[src/verilog/cps_pkg.sv]
// Shared constants and types for the charging port power block.
// Assumes one clock domain and a configuration loader on the same clock.
package cps_pkg;

	// ==========================================================
	// Configuration register map
	localparam logic [7:0] CPS_CHARGE_EN_ADDR  = 8'hD0;
	localparam logic [7:0] CPS_CHARGE_EN_RESET = 8'h00;
	localparam int         CPS_CHARGE_EN_LSB   = 1;
	localparam logic [7:0] CPS_READ_MISS       = 8'h00;
	localparam int         CPS_REG_WIDTH       = 8;

	// ==========================================================
	// Select pin encodings
	localparam logic [1:0] CPS_SEL_DEFAULT = 2'h0;
	localparam logic [1:0] CPS_SEL_SMBUS   = 2'h1;
	localparam logic [1:0] CPS_SEL_BUS_PWR = 2'h2;
	localparam logic [1:0] CPS_SEL_EEPROM  = 2'h3;

	// ==========================================================
	// Timing and sizing
	localparam int CPS_SYNC_STAGES = 2;
	localparam int CPS_MAX_PORTS   = 7;

	typedef enum logic [1:0] {
		CPS_SETTLE,
		CPS_SAMPLE,
		CPS_LOAD,
		CPS_READY
	} cps_state_e;

endpackage : cps_pkg

[src/verilog/cps_port_if.sv]
// Control and status of one downstream port between the top and its power controller.
// Assumes every signal is on the single block clock.
`timescale 1ns/1ps

interface cps_port_if;
	logic cfg_done;
	logic charge_en;
	logic oc;
	logic host_on;
	logic host_off;
	logic enumerated;
	logic power;
	logic oc_status;

	modport ctl  (output cfg_done, charge_en, oc, host_on, host_off, enumerated,
	              input power, oc_status);
	modport port (input cfg_done, charge_en, oc, host_on, host_off, enumerated,
	              output power, oc_status);
endinterface : cps_port_if

[src/verilog/cps_sync.sv]
// Multi-bit two-stage level synchroniser for pins.
// Assumes each bit is an independent level; no word coherence is given.
`timescale 1ns/1ps

module cps_sync #(
	parameter int   WIDTH       = 1,
	parameter int   STAGES      = 2,
	parameter logic RESET_LEVEL = 1'b0
) (
	input  wire logic             clock,
	input  wire logic             rst_b,
	input  wire logic [WIDTH-1:0] din,
	output logic      [WIDTH-1:0] dout
);
	logic [WIDTH-1:0] stage_reg [STAGES];

	if (STAGES < 2 || WIDTH < 1) begin : g_bad
		$error("cps_sync needs at least two stages and one bit");
	end

	// Only the next stage ever reads stage 0.
	always_ff @(posedge clock or negedge rst_b) begin
		if (!rst_b) begin
			for (int k = 0; k < STAGES; k++) begin
				stage_reg[k] <= {WIDTH{RESET_LEVEL}};
			end
		end else begin
			stage_reg[0] <= din;
			for (int k = 1; k < STAGES; k++) begin
				stage_reg[k] <= stage_reg[k-1];
			end
		end
	end

	assign dout = stage_reg[STAGES-1];

endmodule // cps_sync

[src/verilog/cps_port_power.sv]
// Power switch control for one downstream port.
// Assumes over-current is already synchronised and host commands are one-cycle pulses.
`timescale 1ns/1ps

module cps_port_power (
	input  wire logic clock,
	input  wire logic rst_b,
	cps_port_if.port  p
);
	logic fault_reg;
	logic fault_next;
	logic host_off_reg;
	logic host_off_next;
	logic host_hold_reg;
	logic host_hold_next;
	logic power_reg;
	logic power_next;
	logic oc_status_reg;

	// ==========================================================
	// Fault latch: an over-current in the clearing cycle still wins.
	assign fault_next     = p.oc | (fault_reg & ~p.host_on);
	assign host_off_next  = p.host_off | (host_off_reg & ~p.host_on);
	assign host_hold_next = (p.host_on & ~p.oc) | (host_hold_reg & ~p.host_off & ~p.oc);
	// Upstream bus sense and enumeration play no part in charging power.
	assign power_next     = p.cfg_done & ~p.oc &
	                        (host_hold_next | (p.charge_en & ~fault_next & ~host_off_next));

	always_ff @(posedge clock or negedge rst_b) begin
		if (!rst_b) begin
			fault_reg     <= 1'b0;
			host_off_reg  <= 1'b0;
			host_hold_reg <= 1'b0;
			power_reg     <= 1'b0;
			oc_status_reg <= 1'b0;
		end else begin
			fault_reg     <= fault_next;
			host_off_reg  <= host_off_next;
			host_hold_reg <= host_hold_next;
			power_reg     <= power_next;
			oc_status_reg <= p.oc & p.enumerated;
		end
	end

	assign p.power     = power_reg;
	assign p.oc_status = oc_status_reg;

	a_fault_keeps_off: assert property (@(posedge clock) disable iff (!rst_b)
		(fault_reg && !p.host_on) |=> !power_reg)
		else $error("latched fault let port power come back on");

	a_oc_reported: assert property (@(posedge clock) disable iff (!rst_b)
		(p.oc && p.enumerated) |=> oc_status_reg)
		else $error("over-current not reported while enumerated");

endmodule // cps_port_power

[src/verilog/cps_charge_port_power.sv]
// Top of the charging port power and configuration select block.
// Assumes a configuration loader on the same clock writes the charge enable
// register and pulses cfg_load_done; select, strap and fault pins are asynchronous.
`timescale 1ns/1ps

module cps_charge_port_power
	import cps_pkg::*;
#(
	parameter int NUM_PORTS = 4
) (
	input  wire logic                     clock,
	input  wire logic                     rst_b,
	input  wire logic [1:0]               cfg_sel_pin,
	input  wire logic [NUM_PORTS-1:0]     port_power_in,
	input  wire logic [NUM_PORTS-1:0]     over_current_n,
	input  wire logic                     upstream_vbus_sense,
	input  wire logic                     hub_enumerated,
	input  wire logic [NUM_PORTS-1:0]     host_power_on,
	input  wire logic [NUM_PORTS-1:0]     host_power_off,
	input  wire logic                     cfg_load_done,
	input  wire logic                     reg_wr,
	input  wire logic                     reg_rd,
	input  wire logic [7:0]               reg_addr,
	input  wire logic [CPS_REG_WIDTH-1:0] reg_wdata,
	output logic      [CPS_REG_WIDTH-1:0] reg_rdata,
	output logic                          reg_rvalid,
	output logic      [NUM_PORTS-1:0]     port_power_out,
	output logic      [NUM_PORTS-1:0]     port_power_oe,
	output logic      [NUM_PORTS-1:0]     port_oc_status,
	output logic      [1:0]               cfg_mode,
	output logic                          cfg_complete,
	output logic                          strap_active,
	output logic                          self_powered,
	output logic                          vbus_present
);

	if (NUM_PORTS < 1 || NUM_PORTS > CPS_MAX_PORTS) begin : g_bad_ports
		$error("NUM_PORTS must lie between 1 and the register width less one");
	end

	// ==========================================================
	// Pin synchronisers

	logic [1:0]           sel_sync;
	logic [NUM_PORTS-1:0] strap_sync;
	logic [NUM_PORTS-1:0] oc_n_sync;
	logic                 vbus_sync;

	cps_sync #(
		.WIDTH       (2),
		.STAGES      (CPS_SYNC_STAGES),
		.RESET_LEVEL (1'b0)
	) u_sel_sync (
		.clock (clock),
		.rst_b (rst_b),
		.din   (cfg_sel_pin),
		.dout  (sel_sync)
	);

	cps_sync #(
		.WIDTH       (NUM_PORTS),
		.STAGES      (CPS_SYNC_STAGES),
		.RESET_LEVEL (1'b0)
	) u_strap_sync (
		.clock (clock),
		.rst_b (rst_b),
		.din   (port_power_in),
		.dout  (strap_sync)
	);

	// Fault inputs reset to the inactive level so that reset alone never
	// looks like a short circuit.
	cps_sync #(
		.WIDTH       (NUM_PORTS),
		.STAGES      (CPS_SYNC_STAGES),
		.RESET_LEVEL (1'b1)
	) u_oc_sync (
		.clock (clock),
		.rst_b (rst_b),
		.din   (over_current_n),
		.dout  (oc_n_sync)
	);

	cps_sync #(
		.WIDTH       (1),
		.STAGES      (CPS_SYNC_STAGES),
		.RESET_LEVEL (1'b0)
	) u_vbus_sync (
		.clock (clock),
		.rst_b (rst_b),
		.din   (upstream_vbus_sense),
		.dout  (vbus_sync)
	);

	// ==========================================================
	// Configuration sequencer

	localparam logic [1:0] SETTLE_LAST = 2'(CPS_SYNC_STAGES - 1);

	cps_state_e           state_reg;
	cps_state_e           state_next;
	logic [1:0]           settle_reg;
	logic [1:0]           sel_reg;
	logic [NUM_PORTS-1:0] strap_reg;
	logic                 sel_internal;
	logic                 sel_bus_pwr;
	logic                 settled;
	logic                 ready;

	// The synchronisers hold reset values for the first edges after release,
	// so sampling waits until real pin levels have reached their outputs.
	assign settled      = (settle_reg == SETTLE_LAST);
	assign sel_internal = (sel_sync == CPS_SEL_DEFAULT) || (sel_sync == CPS_SEL_BUS_PWR);
	assign sel_bus_pwr  = (sel_sync == CPS_SEL_BUS_PWR);
	assign ready        = (state_reg == CPS_READY);

	always_comb begin
		state_next = state_reg;
		case (state_reg)
			CPS_SETTLE: begin
				if (settled) begin
					state_next = CPS_SAMPLE;
				end
			end
			CPS_SAMPLE: begin
				// Internal modes need no loader, so ports come up at once.
				state_next = sel_internal ? CPS_READY : CPS_LOAD;
			end
			CPS_LOAD: begin
				if (cfg_load_done) begin
					state_next = CPS_READY;
				end
			end
			CPS_READY: begin
				state_next = CPS_READY;
			end
			default: begin
				state_next = CPS_SETTLE;
			end
		endcase
	end

	always_ff @(posedge clock or negedge rst_b) begin
		if (!rst_b) begin
			state_reg  <= CPS_SETTLE;
			settle_reg <= 2'h0;
		end else begin
			state_reg  <= state_next;
			settle_reg <= settled ? settle_reg : settle_reg + 2'h1;
		end
	end

	// Select and strap levels are caught once, in the sample state only.
	always_ff @(posedge clock or negedge rst_b) begin
		if (!rst_b) begin
			sel_reg      <= CPS_SEL_DEFAULT;
			strap_reg    <= '0;
			strap_active <= 1'b0;
			self_powered <= 1'b1;
		end else if (state_reg == CPS_SAMPLE) begin
			sel_reg      <= sel_sync;
			strap_reg    <= sel_internal ? strap_sync : '0;
			strap_active <= sel_internal;
			self_powered <= !sel_bus_pwr;
		end
	end

	// ==========================================================
	// Charging enable register

	logic [CPS_REG_WIDTH-1:0] charge_en_reg;
	logic [CPS_REG_WIDTH-1:0] strap_word;
	logic [CPS_REG_WIDTH-1:0] rdata_next;
	logic [NUM_PORTS-1:0]     charge_en_vec;
	logic                     addr_hit;
	logic                     wr_accept;

	assign addr_hit  = (reg_addr == CPS_CHARGE_EN_ADDR);
	// Only the external loaders own the register; straps stand in otherwise.
	assign wr_accept = reg_wr && addr_hit && !strap_active &&
	                   (state_reg == CPS_LOAD || ready);
	assign strap_word = CPS_REG_WIDTH'(strap_reg) << CPS_CHARGE_EN_LSB;

	// In strapped modes the register reads back the enables actually in use.
	assign charge_en_vec = strap_active ? strap_reg
	                                    : charge_en_reg[CPS_CHARGE_EN_LSB +: NUM_PORTS];
	assign rdata_next    = !addr_hit    ? CPS_READ_MISS :
	                       strap_active ? strap_word    : charge_en_reg;

	always_ff @(posedge clock or negedge rst_b) begin
		if (!rst_b) begin
			charge_en_reg <= CPS_CHARGE_EN_RESET;
		end else if (wr_accept) begin
			charge_en_reg <= reg_wdata;
		end
	end

	always_ff @(posedge clock or negedge rst_b) begin
		if (!rst_b) begin
			reg_rdata  <= CPS_READ_MISS;
			reg_rvalid <= 1'b0;
		end else begin
			reg_rvalid <= reg_rd;
			if (reg_rd) begin
				reg_rdata <= rdata_next;
			end
		end
	end

	// ==========================================================
	// Status outputs

	always_ff @(posedge clock or negedge rst_b) begin
		if (!rst_b) begin
			cfg_mode      <= CPS_SEL_DEFAULT;
			cfg_complete  <= 1'b0;
			vbus_present  <= 1'b0;
			port_power_oe <= '0;
		end else begin
			cfg_mode      <= sel_reg;
			cfg_complete  <= ready;
			vbus_present  <= vbus_sync;
			// The pins stay undriven until configuration ends so straps can be read.
			port_power_oe <= {NUM_PORTS{ready}};
		end
	end

	// ==========================================================
	// Per-port power controllers

	for (genvar i = 0; i < NUM_PORTS; i++) begin : g_port
		cps_port_if pif ();

		assign pif.cfg_done   = ready;
		assign pif.charge_en  = charge_en_vec[i];
		assign pif.oc         = !oc_n_sync[i];
		assign pif.host_on    = host_power_on[i] && hub_enumerated;
		assign pif.host_off   = host_power_off[i] && hub_enumerated;
		assign pif.enumerated = hub_enumerated;

		cps_port_power u_port (
			.clock (clock),
			.rst_b (rst_b),
			.p     (pif.port)
		);

		assign port_power_out[i] = pif.power;
		assign port_oc_status[i] = pif.oc_status;

		a_charge_power_on: assert property (@(posedge clock) disable iff (!rst_b)
			($rose(ready) && charge_en_vec[i] && oc_n_sync[i]) |=> port_power_out[i])
			else $error("charging port not powered after configuration");

		a_oc_power_off: assert property (@(posedge clock) disable iff (!rst_b)
			!oc_n_sync[i] |=> !port_power_out[i])
			else $error("port power stayed on during over-current");

		a_host_power_on: assert property (@(posedge clock) disable iff (!rst_b)
			(ready && hub_enumerated && host_power_on[i] && oc_n_sync[i])
			|=> port_power_out[i])
			else $error("host power-on command not obeyed");

		a_no_power_early: assert property (@(posedge clock) disable iff (!rst_b)
			!ready |=> !port_power_out[i])
			else $error("port powered before configuration finished");
	end

	// ==========================================================
	// Checks on configuration selection and the charge enable register

	a_sel_sampled: assert property (@(posedge clock) disable iff (!rst_b)
		(state_reg == CPS_SAMPLE) |-> ##2 (cfg_mode == $past(sel_sync, 2)))
		else $error("select value not taken from the sampled pins");

	a_sel_held: assert property (@(posedge clock) disable iff (!rst_b)
		(ready && $past(ready)) |=> $stable(sel_reg))
		else $error("select value changed after it was latched");

	a_ext_no_strap: assert property (@(posedge clock) disable iff (!rst_b)
		(cfg_complete && (cfg_mode == CPS_SEL_SMBUS || cfg_mode == CPS_SEL_EEPROM))
		|-> (!strap_active && charge_en_vec == charge_en_reg[CPS_CHARGE_EN_LSB +: NUM_PORTS]))
		else $error("straps in use under external configuration");

	a_bus_pwr_mode: assert property (@(posedge clock) disable iff (!rst_b)
		(cfg_complete && cfg_mode == CPS_SEL_BUS_PWR) |-> (!self_powered && strap_active))
		else $error("bus-powered select not applied");

	a_default_mode: assert property (@(posedge clock) disable iff (!rst_b)
		(cfg_complete && cfg_mode == CPS_SEL_DEFAULT) |-> (self_powered && strap_active))
		else $error("default select not applied");

	a_internal_fast: assert property (@(posedge clock) disable iff (!rst_b)
		(state_reg == CPS_SAMPLE && sel_internal) |=> ready ##1 cfg_complete)
		else $error("internal configuration did not finish at once");

	a_reg_write: assert property (@(posedge clock) disable iff (!rst_b)
		wr_accept |=> (charge_en_reg == $past(reg_wdata)))
		else $error("charge enable register did not take the write");

endmodule // cps_charge_port_power

[config.mk]
export PLATFORM = sky130hd
export DESIGN_NAME = cps_charge_port_power
export DESIGN_NICKNAME = d
export VERILOG_FILES = /design/src/verilog/cps_pkg.sv /design/src/verilog/cps_port_if.sv /design/src/verilog/cps_sync.sv /design/src/verilog/cps_port_power.sv /design/src/verilog/cps_charge_port_power.sv
export SDC_FILE = /design/constraint.sdc
export NUM_CORES = 1
export LEC_CHECK = 0
export ABC_CLOCK_PERIOD_IN_PS = 2750
export BUFFER_PORTS_ARGS = -buffer_cell sky130_fd_sc_hd__clkbuf_2
export CAP_MARGIN = 20
export CORE_UTILIZATION = 45
export DETAILED_ROUTE_END_ITERATION = 12
export GPL_TIMING_DRIVEN = 0
export PLACE_DENSITY = 0.71
export SETUP_SLACK_MARGIN = 0.2
export SYNTH_ARGS = -nofsm -noshare
export SYNTH_HDL_FRONTEND = slang
export SYNTH_SLANG_ARGS = --single-unit
[constraint.sdc]
create_clock -name clock -period 2.75 [get_ports clock]
set_input_delay 0.1375 -clock clock [delete_from_list [all_inputs] [get_ports clock]]
set_output_delay 0.1375 -clock clock [all_outputs]
set_load 0.02 [all_outputs]
======== After elaboration in Yosys (flattened, before gate mapping) ========
Cells that the tools add are included.
Widths: inputs -> output; s select.
cells by class
  add/sub/neg operators ................... 1
  equal/unequal tests ..................... 8
  multiplexer cells ....................... 8
  bitwise operators ....................... 72
  reduce and logical (&&, ||, !) cells .... 22
operators by type and width
  cell                 number
  $and 1x1->1          40
  $mux 8               2
  $not 1->1            16
  $or 1x1->1           16
  $logic_and 1x1->1    11
  $eq 8x8->1 const B   1
  $mux 4               2
  $pmux 2 s4           1
  $eq 2x2->1 const B   3
  $logic_not 1->1      6
  $eq 2x1->1 const B   2
  $logic_not 2->1      2
  $mux 2               2
  $ne 2x2->1 const B   2
  $add 2x1->2 const B  1
  $logic_or 1x1->1     2
  $reduce_and 2->1     1
  $mux 1               1
word-level totals
  register bits after elaboration ......... 76
  input bits .............................. 41
  output and inout port bits .............. 27
  word-level logic and storage cells ...... 152

======== Logic depth before layout (Yosys ltp) ========
Gate-level depths: netlist (run 1).
  word-level depth ........................ 9
  gate-level depth with buffers ........... 5
  depth with buffers taken out ............ 5

======== Hierarchy ========
Synthesis (run 1) repeated with hierarchy kept, for this count alone.
unflattened totals
  cells, all modules ...................... 223
  area total of the unflattened synthesis .. 2877.8 um^2
by module, submodules not included
  module                   times used  cells each  area an instance (um^2)  seq. area each (um^2)
  cps_charge_port_power    1           135         1501.4                   827.0
  cps_port_power           4           14          185.2                    125.1
  cps_sync (u_oc_sync)     1           12          240.2                    210.2
  cps_sync (u_strap_sync)  1           12          230.2                    200.2
  cps_sync (u_sel_sync)    1           6           115.1                    100.1
  cps_sync (u_vbus_sync)   1           2           50.0                     50.0

======== Worst setup path before layout (run 1) ========
OpenSTA, ideal clock, no wires.
  path type ............................... register to register
  start point ............................. register strap_active
  end point ............................... register charge_en_reg[0]
  library setup time ...................... 0.125 ns
  arrival ................................. 1.595 ns
  data required time ...................... 2.625 ns
  path slack .............................. 1.030 ns
  stages on the path, launching flop included .. 4
  buffers on the path ..................... 1
  clock period less this slack ............ 1.720 ns
  path through ............................ dfrtp_1 -> clkbuf_1 -> nor4_4 -> mux2_2
between the ends
  longest elaborated chain between the ends .. 3
RTL lines
  element                          RTL line                      source
  start: declaration               cps_charge_port_power.sv:32   output logic strap_active,
  start signal: assignment         cps_charge_port_power.sv:163  strap_active <= sel_internal;
  $logic_not 1->1                  cps_charge_port_power.sv:180  assign wr_accept = reg_wr && addr_hit && !strap_active &&
  $logic_and 1x1->1 (2 in series)  cps_charge_port_power.sv:180
  end signal: assignment           cps_charge_port_power.sv:194  charge_en_reg <= reg_wdata;
  end: declaration                 cps_charge_port_power.sv:171  logic [CPS_REG_WIDTH-1:0] charge_en_reg;
No other way between the ends.
A chain may end at the register's enable or synchronous reset.

======== Worst setup path in the final report (run 1) ========
  start point ............................. register strap_active
  end point ............................... register charge_en_reg[1]
The elaborated chain is that of the path after synthesis.

==> run_results.csv, run 1 <==
group,metric,value,unit
run_status,status,"completed",
final_layout,nets,345,
place,port_buffers,66,
setup_path,cp_max_fo,10,
clock_network,cts_tree,"built",
synth,synthAdderAreaFrac,0.457,%
detailed_routing,drt-pass1-iter-count,4,
detailed_routing,vias_per_cell,4.67,
synth,yosysUniqueCellTypes,27,
clock_network,clk_pin_slew,0.07,ns
sta,max_freq,529,MHz
global_route,grt_pass1_wl,7670,um
synth,yosysSeqAreaShare,69.0,%
die,die_width,80.0,um
setup_path,crit_path_start_kind,"flip-flop",
clock_network,clockBufferDepth,2,
clock_network,htree_num_levels,3,
setup_path,rr_worst_depth,3,
place,dp.cells,354,
hold_path,hold_path.class,"in -> reg",
synth,synth_fp_nets,254,
clock_network,clock_sinks,75,
pwr,power_density,613,mW/mm^2
synth,synthTopCellsByArea,"dfrtp_1, dfstp_2, nand2_1",
sta,slew_viol_final,0,
pwr,leakage,1.72,nW
sta,max_slew_margin,56.7,%
final_layout,drive_gt1_share,37.7,%
clock_network,postCtsSetupBuffers,0,
setup_path,crit_type,"reg -> reg",
setup_path,critPathArrivalTime,2.11,ns
global_route,grtUsageTotal,16.5,%
die,start_util,46.5,%
global_route,grt_max_degree,39,
synth,synthXorXnorAreaFrac,0.320,%
die,rows,28,
sta,fin_crit,1.89,ns
pwr,peakVddDrop,341,uV
synth,synth_top_family_by_area,"simple AND/OR/NAND/NOR gates",
detailed_routing,drtIter0Drc,48,
clock_network,hold_buffers,13,
detailed_routing,vias,1788,
synth,synth.avg_cell_area,12.9,sq um
setup_path,end_kind,"flip-flop",
synth,yosysWarnings,0,
die,die_h,80.0,um
clock_network,post_cts_resize_count,0,
synth,synth-compound-area-share,6.54,%
global_route,antenna_found_initial,0,
pwr,power,2.15,mW
die,core-area,0.00589,sq mm
sta,rsz0062_at_grt,"no",
detailed_routing,antenna_left,0,
final_layout,num_antenna_cells,0,
sta,tightest_slew,0.650,ns
clock_network,cts-buffers-inserted,9,
sta,setup_viol,0,
final_layout,fillCellCount,500,
synth,synth_mux_area_share,6.77,%
final_layout,seq_area,0.00189,sq mm
hold_path,holdPathStages,2,
final_layout,area_growth,28.0,%
final_layout,instances_no_fill,383,
setup_path,startpoint,"strap_active$_DFFE_PN0P_",
sta,fin_skew,0.00539,ns
sta,timing.final.crit_share,68.7,%
hold_path,hold_start,"reg_wdata[5]",
final_layout,multiInputGateArea,707,sq um
synth,synthesis.area,0.00274,sq mm
die,io_pins,68,
synth,ys_ff_latch,75,
global_route,overflow,0,
synth,synth-simple-area-share,11.8,%
sta,setup_tns,0,ns
place,place_hpwl,3270,um
synth,synth_top_cell_area_share,60.4,%
place,place.gp.congestion,0.701,
setup_path,reg2reg_from,"strap_active$_DFFE_PN0P_",
clock_network,clkLatencyLatePin,0.33,ns
setup_path,cp.required,2.97,ns
detailed_routing,drc_errors,0,
detailed_routing,wl_per_cell,12.3,um
sta,finalHoldViolCount,0,
detailed_routing,wl,4700,um
synth,synthCells,212,
die,fp.dieArea,0.00639,sq mm
synth,synth_top_area_cell,"dfrtp_1",
job,cap_viol_max_count,0,
clock_network,cts_root_buffer,"clkbuf_8",
global_route,grt_pass1_vias,1707,
==> area by class of cell <==
| cell class | instances | area share, % |
|---|---|---|
| flip-flops and latches | 75 | 54.0 |
| multi-input cells | 112 | 20.2 |
| repair buffers | 80 | 13.8 |
| clock buffers | 14 | 4.36 |
| plain buffers | 19 | 3.36 |
| well taps | 75 | 2.68 |
| clock inverters | 2 | 1.00 |
| inverters | 6 | 0.644 |
==> final timing paths <==
check                                                       to  slack, ns
worst max-delay path              charge_en_reg[1]$_DFFE_PN0P_       0.86
worst min-delay path              charge_en_reg[5]$_DFFE_PN0P_       0.04
worst max register to register    charge_en_reg[1]$_DFFE_PN0P_       0.86
worst min register to register  u_strap_sync.dout[0]$_DFF_PN0_       0.35
max in group asynchronous             self_powered$_DFFE_PN1P_       1.77
min in group asynchronous           u_vbus_sync.dout$_DFF_PN0_       0.34
==> per-stage QoR <==
| step | hold slack, ns | worst slack (ns) | util [%] | cell area (sq um) |
|---|---|---|---|---|
| 3_3_place_gp | 0.225 | 0.727 | 53.7 | 3160 |
| 5_1_grt | 0.0195 | 0.733 | 59.5 | 3500 |
| 4_1_cts | 0.0200 | 0.815 | 59.5 | 3500 |
| 6_report | 0.0353 | 0.860 | 59.5 | 3500 |
| 3_5_place_dp | 0.171 | 0.722 | 54.1 | 3180 |
| 2_1_floorplan | -0.158 | 1.03 | - | 2740 |
==> critical path, cell delays in order (launching register included) <==
cell and delay (ns):
dfrtp_1 0.39, clkbuf_1 0.30, nor4_4 0.68, mux2_2 0.40
==> logic make-up (layout without fill, tap and decap cells) <==
kind of cell,after synthesis,in the layout
DFF,75,75
xor gates and xnor gates,1,1
and+or+nand+nor,68,68
muxes,17,17
adders and majority gates,1,1
AOI/OAI and AO/OA,25,25
buffers and inverters,25,121
==> cells in the final DEF, fill, tap and decap left out, types with 5 or more instances in the layout <==
master         Yosys  final
nor2b_1           10     10
dfrtp_1           66     66
mux2_2            12     12
inv_1              6      6
clkbuf_8           0     10
nand2_1           45     45
buf_4             12     12
dlygate4sd3_1      0     13
o21ai_0            5      5
mux2i_1            5      5
clkbuf_2           1     66
clkbuf_1           6     10
dfstp_2            9      9
a21oi_1            6      6
==> power breakdown <==
part	switching (mW)	internal [mW]
sequential	0.0202	1.16
clock	0.365	0.445
combinational	0.0859	0.0730
==> metal layers <==
metal,up-vias,global-route usage (%),wire length [um]
met2,46,25.0,2230
met1,854,21.4,2170
met5,-,0,0
met3,11,3.77,172
met4,0,10.2,120
li1,877,-,-
==> cells in the mapped netlist <==
cell       n
or4_1      1
a21oi_1    6
clkbuf_2   1
nor2_1     2
clkbuf_1   6
dfstp_2    9
o32ai_1    4
o21ai_0    5
mux2_2    12
nand4b_1   1
buf_4     12
nor3_1     4
ha_1       1
nand2_1   45
or2_2      2
nand2b_1   1
nor2b_1   10
dfrtp_1   66
and2_1     1
inv_1      6
a31oi_1    1
a211oi_1   1
nor4_4     1
a21boi_0   4
a2111o_1   4
mux2i_1    5
xnor2_1    1
(Power assumes the default switching activity.)
==> inputs of run 2 (changes only) <==
--- a/config.mk
+++ b/config.mk
@@ -5,13 +5,14 @@
 export SDC_FILE = /design/constraint.sdc
 export NUM_CORES = 1
 export LEC_CHECK = 0
-export ABC_CLOCK_PERIOD_IN_PS = 2750
+export ABC_AREA = 1
+export ABC_CLOCK_PERIOD_IN_PS = 1700
 export BUFFER_PORTS_ARGS = -buffer_cell sky130_fd_sc_hd__clkbuf_2
 export CAP_MARGIN = 20
 export CORE_UTILIZATION = 45
 export DETAILED_ROUTE_END_ITERATION = 12
 export GPL_TIMING_DRIVEN = 0
-export PLACE_DENSITY = 0.71
+export PLACE_DENSITY = 0.73
 export SETUP_SLACK_MARGIN = 0.2
 export SYNTH_ARGS = -nofsm -noshare
 export SYNTH_HDL_FRONTEND = slang
==> constraint.sdc (replaced) <==
create_clock -name clock -period 1.7 [get_ports clock]
set_input_delay 0.085 -clock clock [delete_from_list [all_inputs] [get_ports clock]]
set_output_delay 0.085 -clock clock [all_outputs]
set_load 0.02 [all_outputs]
==> run_results.csv, run 2 <==
group,metric,value,unit
sta,holdWs,0.0109,ns
clock_network,clk_pin_slew,0.07,ns
synth,synth_top_cell_area_share,57.6,%
hold_path,hold_path.class,"in -> reg",
detailed_routing,vias,2061,
place,place.gp.congestion,0.778,
synth,synthMostInstantiatedCell,"nand2_1",
clock_network,cts_root_buffer,"clkbuf_8",
detailed_routing,drc_errors,0,
sta,finalHoldViolCount,0,
detailed_routing,wl,5000,um
clock_network,clockBufferDepth,2,
clock_network,cts_tree,"built",
setup_path,cp_slowest_stage_delay,0.47,ns
detailed_routing,antenna_left,0,
sta,rsz0062_at_grt,"no",
sta,timing.final.crit_share,73.8,%
setup_path,slowest_stage,"dfrtp_1",
synth,synth_edf_count,0,
sta,fin_crit,1.25,ns
synth,async_reset_ff_share,100,%
synth,synth.avg_cell_area,9.89,sq um
global_route,grt_max_degree,48,
die,core-area,0.00603,sq mm
final_layout,final_cell_mix,"nand2_1, dfrtp_1, clkbuf_2",
sta,max_freq,797,MHz
final_layout,drive_gt1_share,31.7,%
synth,ys.flop_type,"dfrtp_1",
synth,ys_ff_latch,75,
pwr,power_density,999,mW/mm^2
detailed_routing,wl_per_cell,10.8,um
global_route,overflow,0,
synth,yosysSeqAreaShare,65.8,%
setup_path,cp.required,1.98,ns
setup_path,end_kind,"flip-flop",
sta,setup_viol,0,
synth,yosysUniqueCellTypes,22,
global_route,antenna_found_initial,0,
detailed_routing,drt-pass1-iter-count,4,
synth,synthCells,290,
synth,synth_top_area_cell,"dfrtp_1",
synth,synthTopCellsByArea,"dfrtp_1, nand2_1, dfstp_2",
final_layout,layout_commonest_cell,"nand2_1",
pwr,power,3.68,mW
final_layout,nets,425,
die,die_width,81.8,um
die,io_pins,68,
run_status,status,"completed",
clock_network,htree_num_levels,3,
final_layout,num_antenna_cells,0,
global_route,grtUsageTotal,17.8,%
synth,synth_fp_nets,332,
setup_path,crit_type,"reg -> reg",
synth,yosysWarnings,0,
pwr,leakage,2.00,nW
global_route,grt_pass1_wl,8660,um
detailed_routing,vias_per_cell,4.45,
setup_path,cp_top_family,"simple AND/OR/NAND/NOR gates",
synth,synth_commonest_cells,"nand2_1, dfrtp_1, inv_1",
global_route,grt_pass1_vias,2074,
setup_path,crit_path_start_kind,"flip-flop",
clock_network,postCtsSetupBuffers,0,
die,rows,28,
setup_path,path_cells,"inv_2 -> nand2_4 -> nor2_8 -> nand3_4 -> nand2_1 -> nand2_1 -> inv_1",
final_layout,area_growth,28.5,%
sta,slew_viol_final,0,
sta,max_slew_margin,72.7,%
sta,tightest_slew,0.409,ns
setup_path,cpMostUsedCell,"nand2_1",
clock_network,clkLatencyLatePin,0.34,ns
sta,fin_skew,0.00355,ns
clock_network,cts-buffers-inserted,9,
die,die_h,81.8,um
detailed_routing,drtIter0Drc,82,
job,cap_viol_max_count,0,
setup_path,critical_path_buf_inv_count,2,
setup_path,critPathArrivalTime,1.54,ns
clock_network,clock_sinks,75,
setup_path,cp_max_fo,9,
place,port_buffers,66,
die,fp.dieArea,0.00670,sq mm
die,start_util,47.6,%
synth,synthesis.area,0.00287,sq mm
place,place_hpwl,3690,um
pwr,peakVddDrop,674,uV
run 2: cell type report:
cell class                      count  area [sq um]
Multi-Input combinational cell    151           688
Buffer                             14           105
Timing Repair Buffer               82           510
Sequential cell                    75          1890
Inverter                           50           188
Clock buffer                       12           165
Fill cell                         514          2340
Clock inverter                      4          47.5
Tap cell                           75          93.8
run 2: power by group:
| group | switching, mW | leakage [nW] | internal (mW) | total (mW) |
|---|---|---|---|---|
| Sequential | 0.0390 | 0.872 | 1.88 | 1.92 |
| Clock | 0.620 | 0.108 | 0.793 | 1.41 |
| Combinational | 0.201 | 1.02 | 0.144 | 0.345 |
run 2: worst paths after layout:
path / startpoint / end / slack (ns) / depth (start not counted)
min in group asynchronous: rst_b / g_port[3].u_port.fault_reg$_DFF_PN0_ / 0.24 / 2
hold reg to reg: u_strap_sync.stage_reg[7]$_DFF_PN0_ / u_strap_sync.dout[3]$_DFF_PN0_ / 0.35 / 0
hold / removal: host_power_off[2] / g_port[2].u_port.host_off_reg$_DFF_PN0_ / 0.01 / 3
setup reg to reg: strap_active$_DFFE_PN0P_ / charge_en_reg[3]$_DFFE_PN0P_ / 0.45 / 7
setup / recovery: strap_active$_DFFE_PN0P_ / charge_en_reg[3]$_DFFE_PN0P_ / 0.45 / 7
max in group asynchronous: rst_b / self_powered$_DFFE_PN1P_ / 0.87 / 3
run 2: repair_timing:
action,in CTS,in global routing
hold buffers,15,0
resized for setup,0,0
setup endpoints to repair,0,0
hold endpoints to repair,35,0
run 2: kinds of logic (layout without fill, tap and decap cells):
family / Yosys count / after routing / synth area share (%)
AO/OA/AOI/OAI: 17 / 17 / 3.14
buffers and inverters: 64 / 162 / 10.2
adder cells (fa/ha/maj): 1 / 1 / 0.436
XOR/XNOR: 1 / 1 / 0.305
flip-flops: 75 / 75 / 65.8
AND/OR/NAND/NOR: 132 / 132 / 20.1
run 2: per-layer routing:
| metal | vias up | GRT usage (%) | part of all wire [%] |
|---|---|---|---|
| met1 | 960 | 20.6 | 45 |
| met3 | 13 | 3.89 | 4.4 |
| met2 | 52 | 30.3 | 48 |
| met4 | 0 | 10.2 | 2.9 |
| li1 | 1036 | - | - |
| met5 | - | 0 | 0 |
run 2: worst min-delay path: cells and delay by family:
family,cells,cell delay (ns)
buffers and inverters,1,0.08
AND/OR/NAND/NOR,2,0.15
run 2: through the flow:
stage	instance area (sq um)	TNS, ns	std cells	setup WS [ns]	utilization (%)
final	3690	0	463	0.446	61.2
after global routing	3690	0	463	0.329	61.2
after CTS	3690	0	463	0.432	61.2
after detailed placement	3320	0	432	0.454	55.1
after global placement	3290	-2.73	431	-0.0443	54.7
after floorplan	2870	0	290	0.537	-
